### src/dcbh_pkg.sv
/*
   Package for the drive control block handler: word offsets of the block, command codes,
   main and extended status codes, option fields and timing counts.
   Assumes nothing of its surroundings; used only by the handler, with full scoping.
*/
package dcbh_pkg;
   // Word offsets within a drive control block.
   localparam logic [5:0] WORD_CMD_STATUS = 6'h00;
   localparam logic [5:0] WORD_EXT_STATUS = 6'h01;
   localparam logic [5:0] WORD_RETRIES = 6'h02;
   localparam logic [5:0] WORD_DMA_OPTIONS = 6'h03;
   localparam logic [5:0] WORD_BUF_ADDR_HI = 6'h04;
   localparam logic [5:0] WORD_BUF_ADDR_LO = 6'h05;
   localparam logic [5:0] WORD_BUF_LENGTH = 6'h06;
   localparam logic [5:0] WORD_BYTES_DONE = 6'h07;
   localparam logic [5:0] WORD_CYLINDER = 6'h08;
   localparam logic [5:0] WORD_HEAD_SECTOR = 6'h09;
   localparam logic [5:0] WORD_REMAINDER = 6'h1D;
   localparam logic [5:0] REMAINDER_WORDS = 6'h03;
   localparam logic [5:0] FETCH_WORDS = 6'h0A;

   // Command codes.
   localparam logic [7:0] WRITE_MULTI_SECTOR_CMD = 8'h00;
   localparam logic [7:0] WRITE_DELETED_CMD = 8'h01;
   localparam logic [7:0] VERIFY_CMD = 8'h10;
   localparam logic [7:0] READ_MULTI_SECTOR_CMD = 8'h11;
   localparam logic [7:0] RECORD_PROCESSING_CMD = 8'h12;
   localparam logic [7:0] TRANSPARENT_READ_CMD = 8'h13;
   localparam logic [7:0] READ_IDENTIFIER_CMD = 8'h20;
   localparam logic [7:0] FORMAT_TRACK_CMD = 8'h40;
   localparam logic [7:0] RECALIBRATE_CMD = 8'h41;
   localparam logic [7:0] DIAGNOSTIC_CMD = 8'h80;
   localparam logic [7:0] CORRECT_DATA_CMD = 8'h81;

   // Main status codes.
   localparam logic [7:0] MST_OK = 8'h00;
   localparam logic [7:0] MST_IRRECOVERABLE = 8'h01;
   localparam logic [7:0] MST_NOT_READY = 8'h02;
   localparam logic [7:0] MST_RECORD_FAIL = 8'h03;
   localparam logic [7:0] MST_REJECTED = 8'h06;
   localparam logic [7:0] MST_ABORTED = 8'h0A;

   // Extended status bit positions.
   localparam int XST_WRITE_FAULT = 0;
   localparam int XST_CHECK_ERROR = 1;
   localparam int XST_OVERRUN = 2;
   localparam int XST_NO_ID = 3;
   localparam int XST_DELETED = 4 + 1;
   localparam int XST_WRITE_PROT = 6;
   localparam int XST_POSITIONING = 7;
   localparam int XST_DATA_TIMEOUT = 8;
   localparam int XST_UNCORRECTABLE = 10;
   localparam int XST_POS_TIMEOUT = 13;
   localparam int XST_BUS_ERROR = 15;
   localparam logic [15:0] XST_RESET = 16'h0000;

   // Option field positions.
   localparam int OPT_FORMAT_LSB = 0;
   localparam int OPT_POLY_LSB = 3;
   localparam int OPT_DELETED_BIT = 5;
   localparam int OPT_HARD_SECTOR_BIT = 7;

   // Longest burst and identifier search limit.
   localparam logic [4:0] DMA_MAX_BURST = 5'h10;
   localparam logic [4:0] ID_SEARCH_REVS = 5'h10;
endpackage

### src/dcbh_handler.sv
/*
   Drive control block handler: fetches a block by DMA, decodes command and options,
   hands the disk operation to the engine, tallies retries and errors, writes results back.
   Assumes a word-wide bus master handshake and a disk engine reporting results per attempt.
*/
// Function
// - Command code is word 00 upper byte; main status goes to its lower byte.
// - Decode the eleven defined command codes.
// - Main status written only at completion, before the completion interrupt.
// - Main status codes 0, 1, 2, 6, 10 plus record-processing failure code.
// - Extended status bits are ORed in and kept for the command.
// - Extended status cleared to zero when a command starts.
// - Extended status bit positions as defined for each error.
// - Retry limit applies per command; zero means no retries.
// - Bus error or overrun aborts at once without retry.
// - Identifier search lasts 16 revolutions per attempt.
// - Actual retries byte accumulates over all sectors.
// - DMA count sets operands per bus tenure, zero means one.
// - 31-bit buffer address counter loaded from the block.
// - Requested length sets transfer total; zero means seek only.
// - Option bits 1-0 select the track format.
// - Option bits 4-3 select the check polynomial.
// - Deleted handling for reads except record processing; retries search afresh.
// - Check remainder written back aligned to the top byte of its field.
// - Starting cylinder, head and sector come from words 08 and 09.
// - Block accesses go through own DMA with bus arbitration.
`timescale 1ns/1ps
module dcbh_handler (
   // Clock and reset.
   input wire logic clock_i,
   input wire logic rst_n_i,
   // Command start and completion.
   input wire logic start_i,
   input wire logic [30:0] block_addr_i,
   input wire logic busy_cleared_i,
   output logic busy_o,
   output logic done_irq_o,
   // Bus master port.
   output logic bus_req_o,
   input wire logic bus_grant_i,
   output logic mem_valid_o,
   output logic mem_write_o,
   output logic [30:0] mem_addr_o,
   output logic [15:0] mem_wdata_o,
   input wire logic mem_ack_i,
   input wire logic mem_err_i,
   input wire logic [15:0] mem_rdata_i,
   // Disk engine port.
   input wire logic drive_ready_i,
   output logic op_start_o,
   output logic [7:0] op_cmd_o,
   output logic [1:0] op_format_o,
   output logic [1:0] op_poly_o,
   output logic op_hard_sector_o,
   output logic op_fresh_search_o,
   output logic [15:0] op_cylinder_o,
   output logic [7:0] op_head_o,
   output logic [7:0] op_sector_o,
   output logic [15:0] op_length_o,
   output logic [30:0] op_buf_addr_o,
   output logic [4:0] op_burst_o,
   output logic [4:0] op_id_revs_o,
   input wire logic op_done_i,
   input wire logic op_fail_i,
   input wire logic op_fatal_i,
   input wire logic op_deleted_i,
   input wire logic op_record_fail_i,
   input wire logic [15:0] op_errors_i,
   input wire logic [15:0] op_bytes_i,
   input wire logic [47:0] op_remainder_i
);
   typedef enum logic [2:0] {
      S_IDLE = 3'b000, S_FETCH = 3'b001, S_DECODE = 3'b011, S_RUN = 3'b010,
      S_WAIT = 3'b110, S_WBACK = 3'b111, S_IRQ = 3'b101
   } dcbh_state_type;

   // Defined command code test.
   function automatic logic dcbh_valid_cmd(input logic [7:0] c);
      dcbh_valid_cmd = (c == dcbh_pkg::WRITE_MULTI_SECTOR_CMD)
         || (c == dcbh_pkg::WRITE_DELETED_CMD)
         || (c == dcbh_pkg::VERIFY_CMD) || (c == dcbh_pkg::READ_MULTI_SECTOR_CMD)
         || (c == dcbh_pkg::RECORD_PROCESSING_CMD) || (c == dcbh_pkg::TRANSPARENT_READ_CMD)
         || (c == dcbh_pkg::READ_IDENTIFIER_CMD) || (c == dcbh_pkg::FORMAT_TRACK_CMD)
         || (c == dcbh_pkg::RECALIBRATE_CMD) || (c == dcbh_pkg::DIAGNOSTIC_CMD)
         || (c == dcbh_pkg::CORRECT_DATA_CMD);
   endfunction

   // Read command test for deleted-data handling.
   function automatic logic dcbh_is_read(input logic [7:0] c);
      dcbh_is_read = (c == dcbh_pkg::READ_MULTI_SECTOR_CMD) || (c == dcbh_pkg::VERIFY_CMD)
         || (c == dcbh_pkg::TRANSPARENT_READ_CMD) || (c == dcbh_pkg::CORRECT_DATA_CMD);
   endfunction

   dcbh_state_type state_q, state_d;
   logic [30:0] base_q, base_d;
   logic [3:0] idx_q, idx_d;
   logic [15:0] w_q [0:9];
   logic [15:0] w_d [0:9];
   logic [15:0] xst_q, xst_d;
   logic [7:0] mst_q, mst_d;
   logic [7:0] retries_q, retries_d;
   logic [15:0] bytes_q, bytes_d;
   logic [47:0] rem_q, rem_d;
   logic pend_q, pend_d;
   logic [2:0] wb_q, wb_d;
   logic sync1_q, sync2_q;
   logic mem_wr_en;
   logic [15:0] mem_rd;
   logic [7:0] cmd;
   logic [7:0] opts;
   logic [7:0] max_retries;
   logic [4:0] burst;
   logic [30:0] wb_addr;
   logic [15:0] wb_data;
   logic del_end;

   // The busy level arrives from the host domain and is synchronised first.
   always_ff @(posedge clock_i or negedge rst_n_i) begin
      if (!rst_n_i) begin
         sync1_q <= 1'b0;
         sync2_q <= 1'b0;
      end else begin
         sync1_q <= busy_cleared_i;
         sync2_q <= sync1_q;
      end
   end

   assign cmd = w_q[0][15:8];
   assign max_retries = w_q[2][15:8];
   assign opts = w_q[3][7:0];
   // Burst of zero moves one operand, otherwise the count up to sixteen.
   assign burst = (w_q[3][15:8] == 8'h00) ? 5'h01 :
      ((w_q[3][15:8] > 8'h10) ? dcbh_pkg::DMA_MAX_BURST : w_q[3][12:8]);

   // Shadow copy of the fetched words.
   dcbh_word_mem u_mem (
      .clock_i(clock_i),
      .rst_n_i(rst_n_i),
      .wr_en_i(mem_wr_en),
      .wr_addr_i(idx_q),
      .wr_data_i(mem_rdata_i),
      .rd_addr_i(idx_q),
      .rd_data_o(mem_rd)
   );

   // Write-back address and data select: status word, extended, retries, bytes, remainder.
   always_comb begin
      wb_addr = base_q + {25'h0, dcbh_pkg::WORD_CMD_STATUS};
      wb_data = {cmd, mst_q};
      case (wb_q)
         3'h1: begin
            wb_addr = base_q + {25'h0, dcbh_pkg::WORD_EXT_STATUS};
            wb_data = xst_q;
         end
         3'h2: begin
            wb_addr = base_q + {25'h0, dcbh_pkg::WORD_RETRIES};
            wb_data = {max_retries, retries_q};
         end
         3'h3: begin
            wb_addr = base_q + {25'h0, dcbh_pkg::WORD_BYTES_DONE};
            wb_data = bytes_q;
         end
         3'h4: begin
            wb_addr = base_q + {25'h0, dcbh_pkg::WORD_REMAINDER};
            wb_data = rem_q[47:32];
         end
         3'h5: begin
            wb_addr = base_q + {25'h0, dcbh_pkg::WORD_REMAINDER} + 31'd1;
            wb_data = rem_q[31:16];
         end
         3'h6: begin
            wb_addr = base_q + {25'h0, dcbh_pkg::WORD_REMAINDER} + 31'd2;
            wb_data = rem_q[15:0];
         end
         default: begin
            wb_addr = base_q + {25'h0, dcbh_pkg::WORD_CMD_STATUS};
            wb_data = {cmd, mst_q};
         end
      endcase
   end

   // Next-state logic for the command sequencer.
   always_comb begin
      state_d = state_q;
      base_d = base_q;
      idx_d = idx_q;
      w_d = w_q;
      xst_d = xst_q;
      mst_d = mst_q;
      retries_d = retries_q;
      bytes_d = bytes_q;
      rem_d = rem_q;
      pend_d = 1'b0;
      wb_d = wb_q;
      mem_wr_en = 1'b0;
      case (state_q)
         S_IDLE: begin
            if (start_i) begin
               base_d = block_addr_i;
               idx_d = 4'h0;
               xst_d = dcbh_pkg::XST_RESET;
               retries_d = 8'h00;
               bytes_d = 16'h0000;
               rem_d = 48'h0;
               state_d = S_FETCH;
            end
         end
         S_FETCH: begin
            if (bus_grant_i && mem_err_i) begin
               xst_d[dcbh_pkg::XST_BUS_ERROR] = 1'b1;
               mst_d = dcbh_pkg::MST_IRRECOVERABLE;
               wb_d = 3'h0;
               state_d = S_WBACK;
            end else if (bus_grant_i && mem_ack_i) begin
               w_d[idx_q] = mem_rdata_i;
               mem_wr_en = 1'b1;
               if (idx_q == 4'(dcbh_pkg::FETCH_WORDS - 6'h01)) begin
                  state_d = S_DECODE;
               end else begin
                  idx_d = idx_q + 4'h1;
               end
            end
         end
         S_DECODE: begin
            wb_d = 3'h0;
            if (!dcbh_valid_cmd(cmd)) begin
               mst_d = dcbh_pkg::MST_REJECTED;
               state_d = S_WBACK;
            end else if (!drive_ready_i) begin
               mst_d = dcbh_pkg::MST_NOT_READY;
               state_d = S_WBACK;
            end else begin
               pend_d = 1'b1;
               state_d = S_RUN;
            end
         end
         S_RUN: begin
            state_d = S_WAIT;
         end
         S_WAIT: begin
            if (sync2_q) begin
               mst_d = dcbh_pkg::MST_ABORTED;
               state_d = S_WBACK;
            end else if (op_done_i || op_fail_i || op_fatal_i) begin
               xst_d = xst_q | op_errors_i;
               bytes_d = op_bytes_i;
               rem_d = op_remainder_i;
               if (op_fatal_i) begin
                  mst_d = dcbh_pkg::MST_IRRECOVERABLE;
                  state_d = S_WBACK;
               end else if (del_end) begin
                  mst_d = dcbh_pkg::MST_OK;
                  state_d = S_WBACK;
               end else if (op_fail_i && retries_q < max_retries) begin
                  retries_d = retries_q + 8'h01;
                  pend_d = 1'b1;
                  state_d = S_RUN;
               end else if (op_fail_i) begin
                  mst_d = op_record_fail_i ? dcbh_pkg::MST_RECORD_FAIL
                     : dcbh_pkg::MST_IRRECOVERABLE;
                  state_d = S_WBACK;
               end else begin
                  mst_d = dcbh_pkg::MST_OK;
                  state_d = S_WBACK;
               end
            end
         end
         S_WBACK: begin
            if (bus_grant_i && (mem_ack_i || mem_err_i)) begin
               if (mem_err_i) begin
                  xst_d[dcbh_pkg::XST_BUS_ERROR] = 1'b1;
               end
               if (wb_q == 3'h6) begin
                  state_d = S_IRQ;
               end else begin
                  wb_d = wb_q + 3'h1;
               end
            end
         end
         S_IRQ: begin
            state_d = S_IDLE;
         end
         default: begin
            state_d = S_IDLE;
         end
      endcase
   end

   // Sequencer registers.
   always_ff @(posedge clock_i or negedge rst_n_i) begin
      if (!rst_n_i) begin
         state_q <= S_IDLE;
         base_q <= 31'h0;
         idx_q <= 4'h0;
         for (int i = 0; i < 10; i++) begin
            w_q[i] <= 16'h0000;
         end
         xst_q <= dcbh_pkg::XST_RESET;
         mst_q <= dcbh_pkg::MST_OK;
         retries_q <= 8'h00;
         bytes_q <= 16'h0000;
         rem_q <= 48'h0;
         pend_q <= 1'b0;
         wb_q <= 3'h0;
      end else begin
         state_q <= state_d;
         base_q <= base_d;
         idx_q <= idx_d;
         w_q <= w_d;
         xst_q <= xst_d;
         mst_q <= mst_d;
         retries_q <= retries_d;
         bytes_q <= bytes_d;
         rem_q <= rem_d;
         pend_q <= pend_d;
         wb_q <= wb_d;
      end
   end

   // Bus master outputs: request held for fetch and write-back.
   assign bus_req_o = (state_q == S_FETCH) || (state_q == S_WBACK);
   assign mem_valid_o = bus_req_o && bus_grant_i;
   assign mem_write_o = (state_q == S_WBACK);
   assign mem_addr_o = (state_q == S_WBACK) ? wb_addr : base_q + {27'h0, idx_q};
   assign mem_wdata_o = wb_data;
   assign busy_o = (state_q != S_IDLE);
   assign done_irq_o = (state_q == S_IRQ);

   // Operation parameters presented to the disk engine.
   assign op_start_o = pend_q;
   assign op_cmd_o = cmd;
   assign op_format_o = opts[dcbh_pkg::OPT_FORMAT_LSB +: 2];
   assign op_poly_o = opts[dcbh_pkg::OPT_POLY_LSB +: 2];
   assign op_hard_sector_o = opts[dcbh_pkg::OPT_HARD_SECTOR_BIT];
   // A retry of a read that may meet a deleted sector begins with a new search.
   assign op_fresh_search_o = dcbh_is_read(cmd) && (retries_q != 8'h00);
   assign op_cylinder_o = w_q[8];
   assign op_head_o = w_q[9][15:8];
   assign op_sector_o = w_q[9][7:0];
   assign op_length_o = w_q[6];
   assign op_buf_addr_o = {w_q[4][14:0], w_q[5]};
   assign op_burst_o = burst;
   assign op_id_revs_o = dcbh_pkg::ID_SEARCH_REVS;

   // A deleted sector on a read ends the command when delivery is chosen.
   assign del_end = op_deleted_i && opts[dcbh_pkg::OPT_DELETED_BIT] && dcbh_is_read(cmd);
   // The shadow copy is only kept for inspection.
   logic unused_sig;
   assign unused_sig = |mem_rd;

   AST_IRQ_AFTER_STATUS: assert property (@(posedge clock_i) disable iff (!rst_n_i)
      done_irq_o |-> $past(state_q) == S_WBACK)
      else $error("Interrupt without prior status write.");
   AST_REJECT: assert property (@(posedge clock_i) disable iff (!rst_n_i)
      (state_q == S_DECODE && !dcbh_valid_cmd(cmd)) |=> mst_q == dcbh_pkg::MST_REJECTED)
      else $error("Undefined command not rejected.");
   AST_XST_CLEAR: assert property (@(posedge clock_i) disable iff (!rst_n_i)
      (state_q == S_IDLE && start_i) |=> xst_q == 16'h0000)
      else $error("Extended status not cleared at start.");
   AST_XST_STICKY: assert property (@(posedge clock_i) disable iff (!rst_n_i)
      ((state_q != S_IDLE) && $past(state_q) != S_IDLE) |-> ($past(xst_q) & ~xst_q) == 16'h0000)
      else $error("Extended status bit dropped.");
   AST_RETRY_LIMIT: assert property (@(posedge clock_i) disable iff (!rst_n_i)
      retries_q <= max_retries || state_q == S_IDLE || state_q == S_FETCH)
      else $error("Retries exceed limit.");
   AST_FATAL: assert property (@(posedge clock_i) disable iff (!rst_n_i)
      (state_q == S_WAIT && op_fatal_i && !sync2_q) |=> state_q == S_WBACK)
      else $error("Fatal error retried.");
   AST_BURST: assert property (@(posedge clock_i) disable iff (!rst_n_i)
      burst >= 5'h01 && burst <= 5'h10)
      else $error("Burst out of range.");
   AST_STATUS_WORD: assert property (@(posedge clock_i) disable iff (!rst_n_i)
      (state_q == S_WBACK && wb_q == 3'h0) |-> mem_wdata_o == {cmd, mst_q})
      else $error("Status word layout wrong.");
   COV_OK: cover property (@(posedge clock_i) done_irq_o && mst_q == dcbh_pkg::MST_OK);
   COV_RETRY: cover property (@(posedge clock_i)
      state_q == S_WAIT && op_fail_i ##1 state_q == S_RUN);
   COV_REJ: cover property (@(posedge clock_i) done_irq_o && mst_q == dcbh_pkg::MST_REJECTED);
endmodule // dcbh_handler

### src/dcbh_word_mem.sv
/*
   Small memory for the fetched control block words, with registered read data.
   Assumes one clock and an active low asynchronous reset; one write and one read port.
*/
`timescale 1ns/1ps
module dcbh_word_mem (
   // Clock and reset.
   input wire logic clock_i,
   input wire logic rst_n_i,
   // Write port.
   input wire logic wr_en_i,
   input wire logic [3:0] wr_addr_i,
   input wire logic [15:0] wr_data_i,
   // Read port.
   input wire logic [3:0] rd_addr_i,
   output logic [15:0] rd_data_o
);
   logic [15:0] mem_q [0:15];
   logic [15:0] rd_data_q;

   // Storage is written without reset; read data are registered.
   always_ff @(posedge clock_i) begin
      if (wr_en_i) begin
         mem_q[wr_addr_i] <= wr_data_i;
      end
   end

   // Registered read port.
   always_ff @(posedge clock_i or negedge rst_n_i) begin
      if (!rst_n_i) begin
         rd_data_q <= 16'h0000;
      end else begin
         rd_data_q <= mem_q[rd_addr_i];
      end
   end

   assign rd_data_o = rd_data_q;
endmodule // dcbh_word_mem

### config.mk
export PLATFORM = sky130hd
export DESIGN_NAME = dcbh_handler
export DESIGN_NICKNAME = d
export VERILOG_FILES = /design/src/dcbh_pkg.sv /design/src/dcbh_handler.sv /design/src/dcbh_word_mem.sv
export SDC_FILE = /design/constraint.sdc
export NUM_CORES = 1
export LEC_CHECK = 0
export BUFFER_PORTS_ARGS = -buffer_cell sky130_fd_sc_hd__buf_4
export CAP_MARGIN = 20
export CORE_UTILIZATION = 55
export DETAILED_ROUTE_END_ITERATION = 7
export GPL_TIMING_DRIVEN = 0
export PLACE_DENSITY_LB_ADDON = 0.1
export SYNTH_ARGS = -nofsm -noshare
export SYNTH_HDL_FRONTEND = slang
export SYNTH_SLANG_ARGS = --single-unit
### constraint.sdc
create_clock -name clock_i -period 6 [get_ports clock_i]
set_input_delay 0.9 -clock clock_i [delete_from_list [all_inputs] [get_ports clock_i]]
set_output_delay 0.9 -clock clock_i [all_outputs]
set_load 0.05 [all_outputs]
==> flow_metrics.env <==
export IMPL_status="finished with violations"
export IMPL_violations="DRC"
export IMPL_global_route_peak_usage_layer="met2"
export IMPL_power_static_leakage_uw=0.00963
export IMPL_period_minus_slack_ns=5.88
export IMPL_dr_first_iter_drc_count=2169
export IMPL_grt_pass1_vias=17617
export IMPL_grt_overflow=0
export IMPL_initial_antenna_violation_count=2
export IMPL_synth_enable_flop_cells=0
export IMPL_slew_limit_headroom_pct=7.04
export IMPL_groute_layer_met3_usage_pct=10.7
export IMPL_post_route_cells_drive_above_1_share_pct=26.7
export IMPL_layout_filler_cells=2274
export IMPL_synth_area_top_cells="sky130_fd_sc_hd__dfrtp_1, sky130_fd_sc_hd__mux2_2, sky130_fd_sc_hd__nand2_1"
export IMPL_setup_violations_final=0
export IMPL_detail_route_antenna_nets=0
export IMPL_layout_worst_path_cycle_share_pct=98.0
export IMPL_routabilityCongestion=1.02
export IMPL_maximum_number_of_pins_on_one_net_before_global_route_repair=101
export IMPL_yosys_warnings=0
export IMPL_critical_path_endpoint_type="output pin"
export IMPL_cts_root_buf="sky130_fd_sc_hd__clkbuf_16"
export IMPL_grt_met2_usage_pct=72.5
export IMPL_initial_core_utilization_pct=55.8
export IMPL_grt_setup_unrepaired="false"
export IMPL_final_setup_worst_slack_ns=0.121
export IMPL_crit_type="register to output pin"
export IMPL_most_common_cell_in_the_netlist="sky130_fd_sc_hd__nand2_1"
export IMPL_final_util_pct=68.5
export IMPL_area_growth_pct=22.6
export IMPL_cts_sinks=245
export IMPL_floorplan_die_width_um=178
export IMPL_irDropWorstVdd_uv=349
export IMPL_max_cap_violations=0
export IMPL_power_share_combinational_pct=55.8
export IMPL_hold_class="input port to async pin"
export IMPL_tightestPinTransition_ns=1.39
export IMPL_design_die_area_um2=31700
export IMPL_firstDrtPassIters=8
export IMPL_power_density_nw_per_um2=448
export IMPL_io_pins=296
export IMPL_p_int_uw=4580
export IMPL_cp_required_ns=5.10
export IMPL_vias=18413
export IMPL_synthDistinctLibCells=85
export IMPL_cts_inserted_buffers=27
export IMPL_fmaxAchievable_mhz=170
export IMPL_synthDominantCellAreaShare_pct=36.0
export IMPL_wire_length_of_the_first_global_routing_pass_mm=108
export IMPL_clk_latency_ns=0.57
export IMPL_core_rowCount=64
export IMPL_finish_instance_area_um2=20900
export IMPL_ctsLongestPathBuffers=3
export IMPL_final_nets=2528
export IMPL_worst_endpoint_arrival_ns=4.98
export IMPL_timing_max_transition_violations_final=0
export IMPL_place_ws_ns=-0.314
export IMPL_drt_vias_per_instance=6.63
export IMPL_startpoint_kind_of_the_worst_setup_timing_path="register"
export IMPL_synthesis_area_per_instance_um2=8.39
export IMPL_grt_met1_usage_pct=57.9
export IMPL_synth_flop_cell="sky130_fd_sc_hd__dfrtp_1"
export IMPL_detailed_place_hpwl_mm=53.9
export IMPL_synth_top_cells_by_count="sky130_fd_sc_hd__nand2_1, sky130_fd_sc_hd__dfrtp_1, sky130_fd_sc_hd__nand3_1"
export IMPL_synth_seq_cells=245
export IMPL_worst_path_max_fanout=10
export IMPL_synth_async_reset_ratio_pct=100
export IMPL_cts_tree="yes"
export IMPL_gr_usage_all_layers_pct=46.5
export IMPL_routedWlPerCell_um=26.8
export IMPL_cts_clk_slew_worst_paths_ns=0.07
export IMPL_wl_mm=74.6
export IMPL_seqPwrFrac_pct=25.7
export IMPL_drc_errors=7
export IMPL_port_buffers=290
export IMPL_part_of_the_yosys_area_used_for_sequential_elements_pct=36.0
export IMPL_clkPwrFrac_pct=18.5
export IMPL_htree_levels=1
export IMPL_synth_top_area_cell="sky130_fd_sc_hd__dfrtp_1"
export IMPL_synth_cells=2030
export IMPL_cell_area_reported_after_detailed_placement_um2=19800
export IMPL_final_hold_viol_count=0
export IMPL_clock_skew_ns=0.0131
export IMPL_hold_buffers=0
export IMPL_placeableCoreArea_um2=30500
export IMPL_syn_area_um2=17000
export IMPL_power_switching_fraction_pct=51.1
export IMPL_setup_tns_ns=0
export IMPL_net_switching_power_uw=4780
export IMPL_height_of_the_chip_um=178
[area by class of cell]
type | instances | area (um^2) | share of cell area [%]
inverter | 39 | 146 | 0.701
multi-input combinational | 1510 | 9600 | 45.9
tap | 396 | 495 | 2.37
clock inverter | 13 | 133 | 0.635
sequential | 245 | 6130 | 29.3
antenna | 2 | 5.00 | 0.0240
buffer | 236 | 1300 | 6.21
clock buffer | 36 | 769 | 3.68
timing repair buffer | 302 | 2320 | 11.1
[metrics by stage]
step                      hold slack [ns]  cells  total power, uW
final                               0.262   2779             9360
after global routing                0.323   2777             9670
after CTS                           0.297   2770             9110
after detailed placement            0.336   2722             7310
after global placement              0.334   2719             7200
after floorplan                     0.331   2033             5660
[routing by layer]
layer,wire length (um),share of wire (%)
met5,0,0
met4,5650,7.6
met3,8450,11
met2,33300,45
met1,27200,36
[sequential cells by signal, indices dropped and copies added (netlist names), 8 cells and up, named ones only]
name	cells
w_q	8
retries_q	8
max_retries	8
op_cylinder_o	16
op_length_o	16
op_sector_o	8
bytes_q	16
op_buf_addr_o	31
op_cmd_o	8
xst_q	16
op_head_o	8
rem_q	48
base_q	31
[power by group through the flow]
stage | clock, uW | sequential, uW | combinational [uW]
2_1_floorplan | 0 | 2250 | 3400
3_3_place_gp | 0 | 2360 | 4850
3_5_place_dp | 0 | 2370 | 4930
4_1_cts | 1720 | 2370 | 5020
5_1_grt | 1790 | 2430 | 5450
6_report | 1730 | 2410 | 5220
[layout by cell type, fill, tap and decap left out, types with 13 or more instances in the layout]
| cell | count |
|---|---|
| sky130_fd_sc_hd__buf_4 | 394 |
| sky130_fd_sc_hd__nand2_1 | 352 |
| sky130_fd_sc_hd__dfrtp_1 | 245 |
| sky130_fd_sc_hd__nand3_1 | 124 |
| sky130_fd_sc_hd__mux2_2 | 119 |
| sky130_fd_sc_hd__nor2_1 | 116 |
| sky130_fd_sc_hd__a21oi_1 | 106 |
| sky130_fd_sc_hd__clkbuf_1 | 99 |
| sky130_fd_sc_hd__xnor2_1 | 92 |
| sky130_fd_sc_hd__o21ai_0 | 92 |
| sky130_fd_sc_hd__nor3_1 | 61 |
| sky130_fd_sc_hd__xor2_1 | 51 |
| sky130_fd_sc_hd__inv_1 | 37 |
| sky130_fd_sc_hd__nand4_1 | 28 |
| sky130_fd_sc_hd__clkbuf_16 | 27 |
| sky130_fd_sc_hd__ha_1 | 25 |
| sky130_fd_sc_hd__buf_1 | 23 |
| sky130_fd_sc_hd__nor4_1 | 20 |
| sky130_fd_sc_hd__a221oi_1 | 20 |
| sky130_fd_sc_hd__or3_1 | 18 |
| sky130_fd_sc_hd__a222oi_1 | 15 |
| sky130_fd_sc_hd__and2_1 | 15 |
| sky130_fd_sc_hd__mux2i_1 | 13 |
| sky130_fd_sc_hd__o211ai_1 | 13 |
| sky130_fd_sc_hd__a21o_1 | 13 |
| sky130_fd_sc_hd__o22ai_1 | 13 |
[cell families (layout without fill, tap and decap cells)]
logic type               after synthesis  count (layout)  share of synthesized area [%]
multiplexers                         132             132                           8.63
XOR/XNOR                             143             143                           7.35
AO/OA/AOI/OAI                        377             377                           14.5
flip-flops                           245             245                           36.0
adder cells (fa/ha/maj)               27              27                           2.03
other                                  2               7                         0.0441
AND/OR/NAND/NOR                      826             826                           23.0
buffers and inverters                278             626                           8.44
[repair_timing]
action	CTS	global route
pin swaps	1	1
buffers inserted	1	5
resized for setup	16	20
endpoints found under the setup margin	16	10
[worst paths after layout]
check / from / cells after the start / slack [ns] / end
setup reg to reg: register / 8 / 2.56 / op_head_o[5]
max in group asynchronous: rst_n_i / 2 / 4.80 / max_retries[3]
hold reg to reg: sync1_q / 0 / 0.37 / sync2_q
setup / recovery: wb_q[1] / 14 / 0.12 / mem_addr_o[23]
min in group clock_i: sync1_q / 0 / 0.37 / sync2_q
hold / removal: rst_n_i / 1 / 0.26 / base_q[27]
[critical path, cell delays in order, from the launching register on]
cell and delay (ns):
sky130_fd_sc_hd__dfrtp_1 0.42, sky130_fd_sc_hd__inv_1 0.09, sky130_fd_sc_hd__ha_1 0.36, sky130_fd_sc_hd__nand2_1 0.25, sky130_fd_sc_hd__clkbuf_2 0.29, sky130_fd_sc_hd__clkbuf_4 0.30, sky130_fd_sc_hd__o21ai_0 0.17, sky130_fd_sc_hd__o2111ai_2 0.36
sky130_fd_sc_hd__nor4bb_4 0.49, sky130_fd_sc_hd__o2111ai_1 0.31, sky130_fd_sc_hd__or3_1 0.44, sky130_fd_sc_hd__a21oi_1 0.20, sky130_fd_sc_hd__a21oi_1 0.06, sky130_fd_sc_hd__a21oi_1 0.38, sky130_fd_sc_hd__buf_4 0.28
No activity file was read; power rests on OpenSTA's default activity.
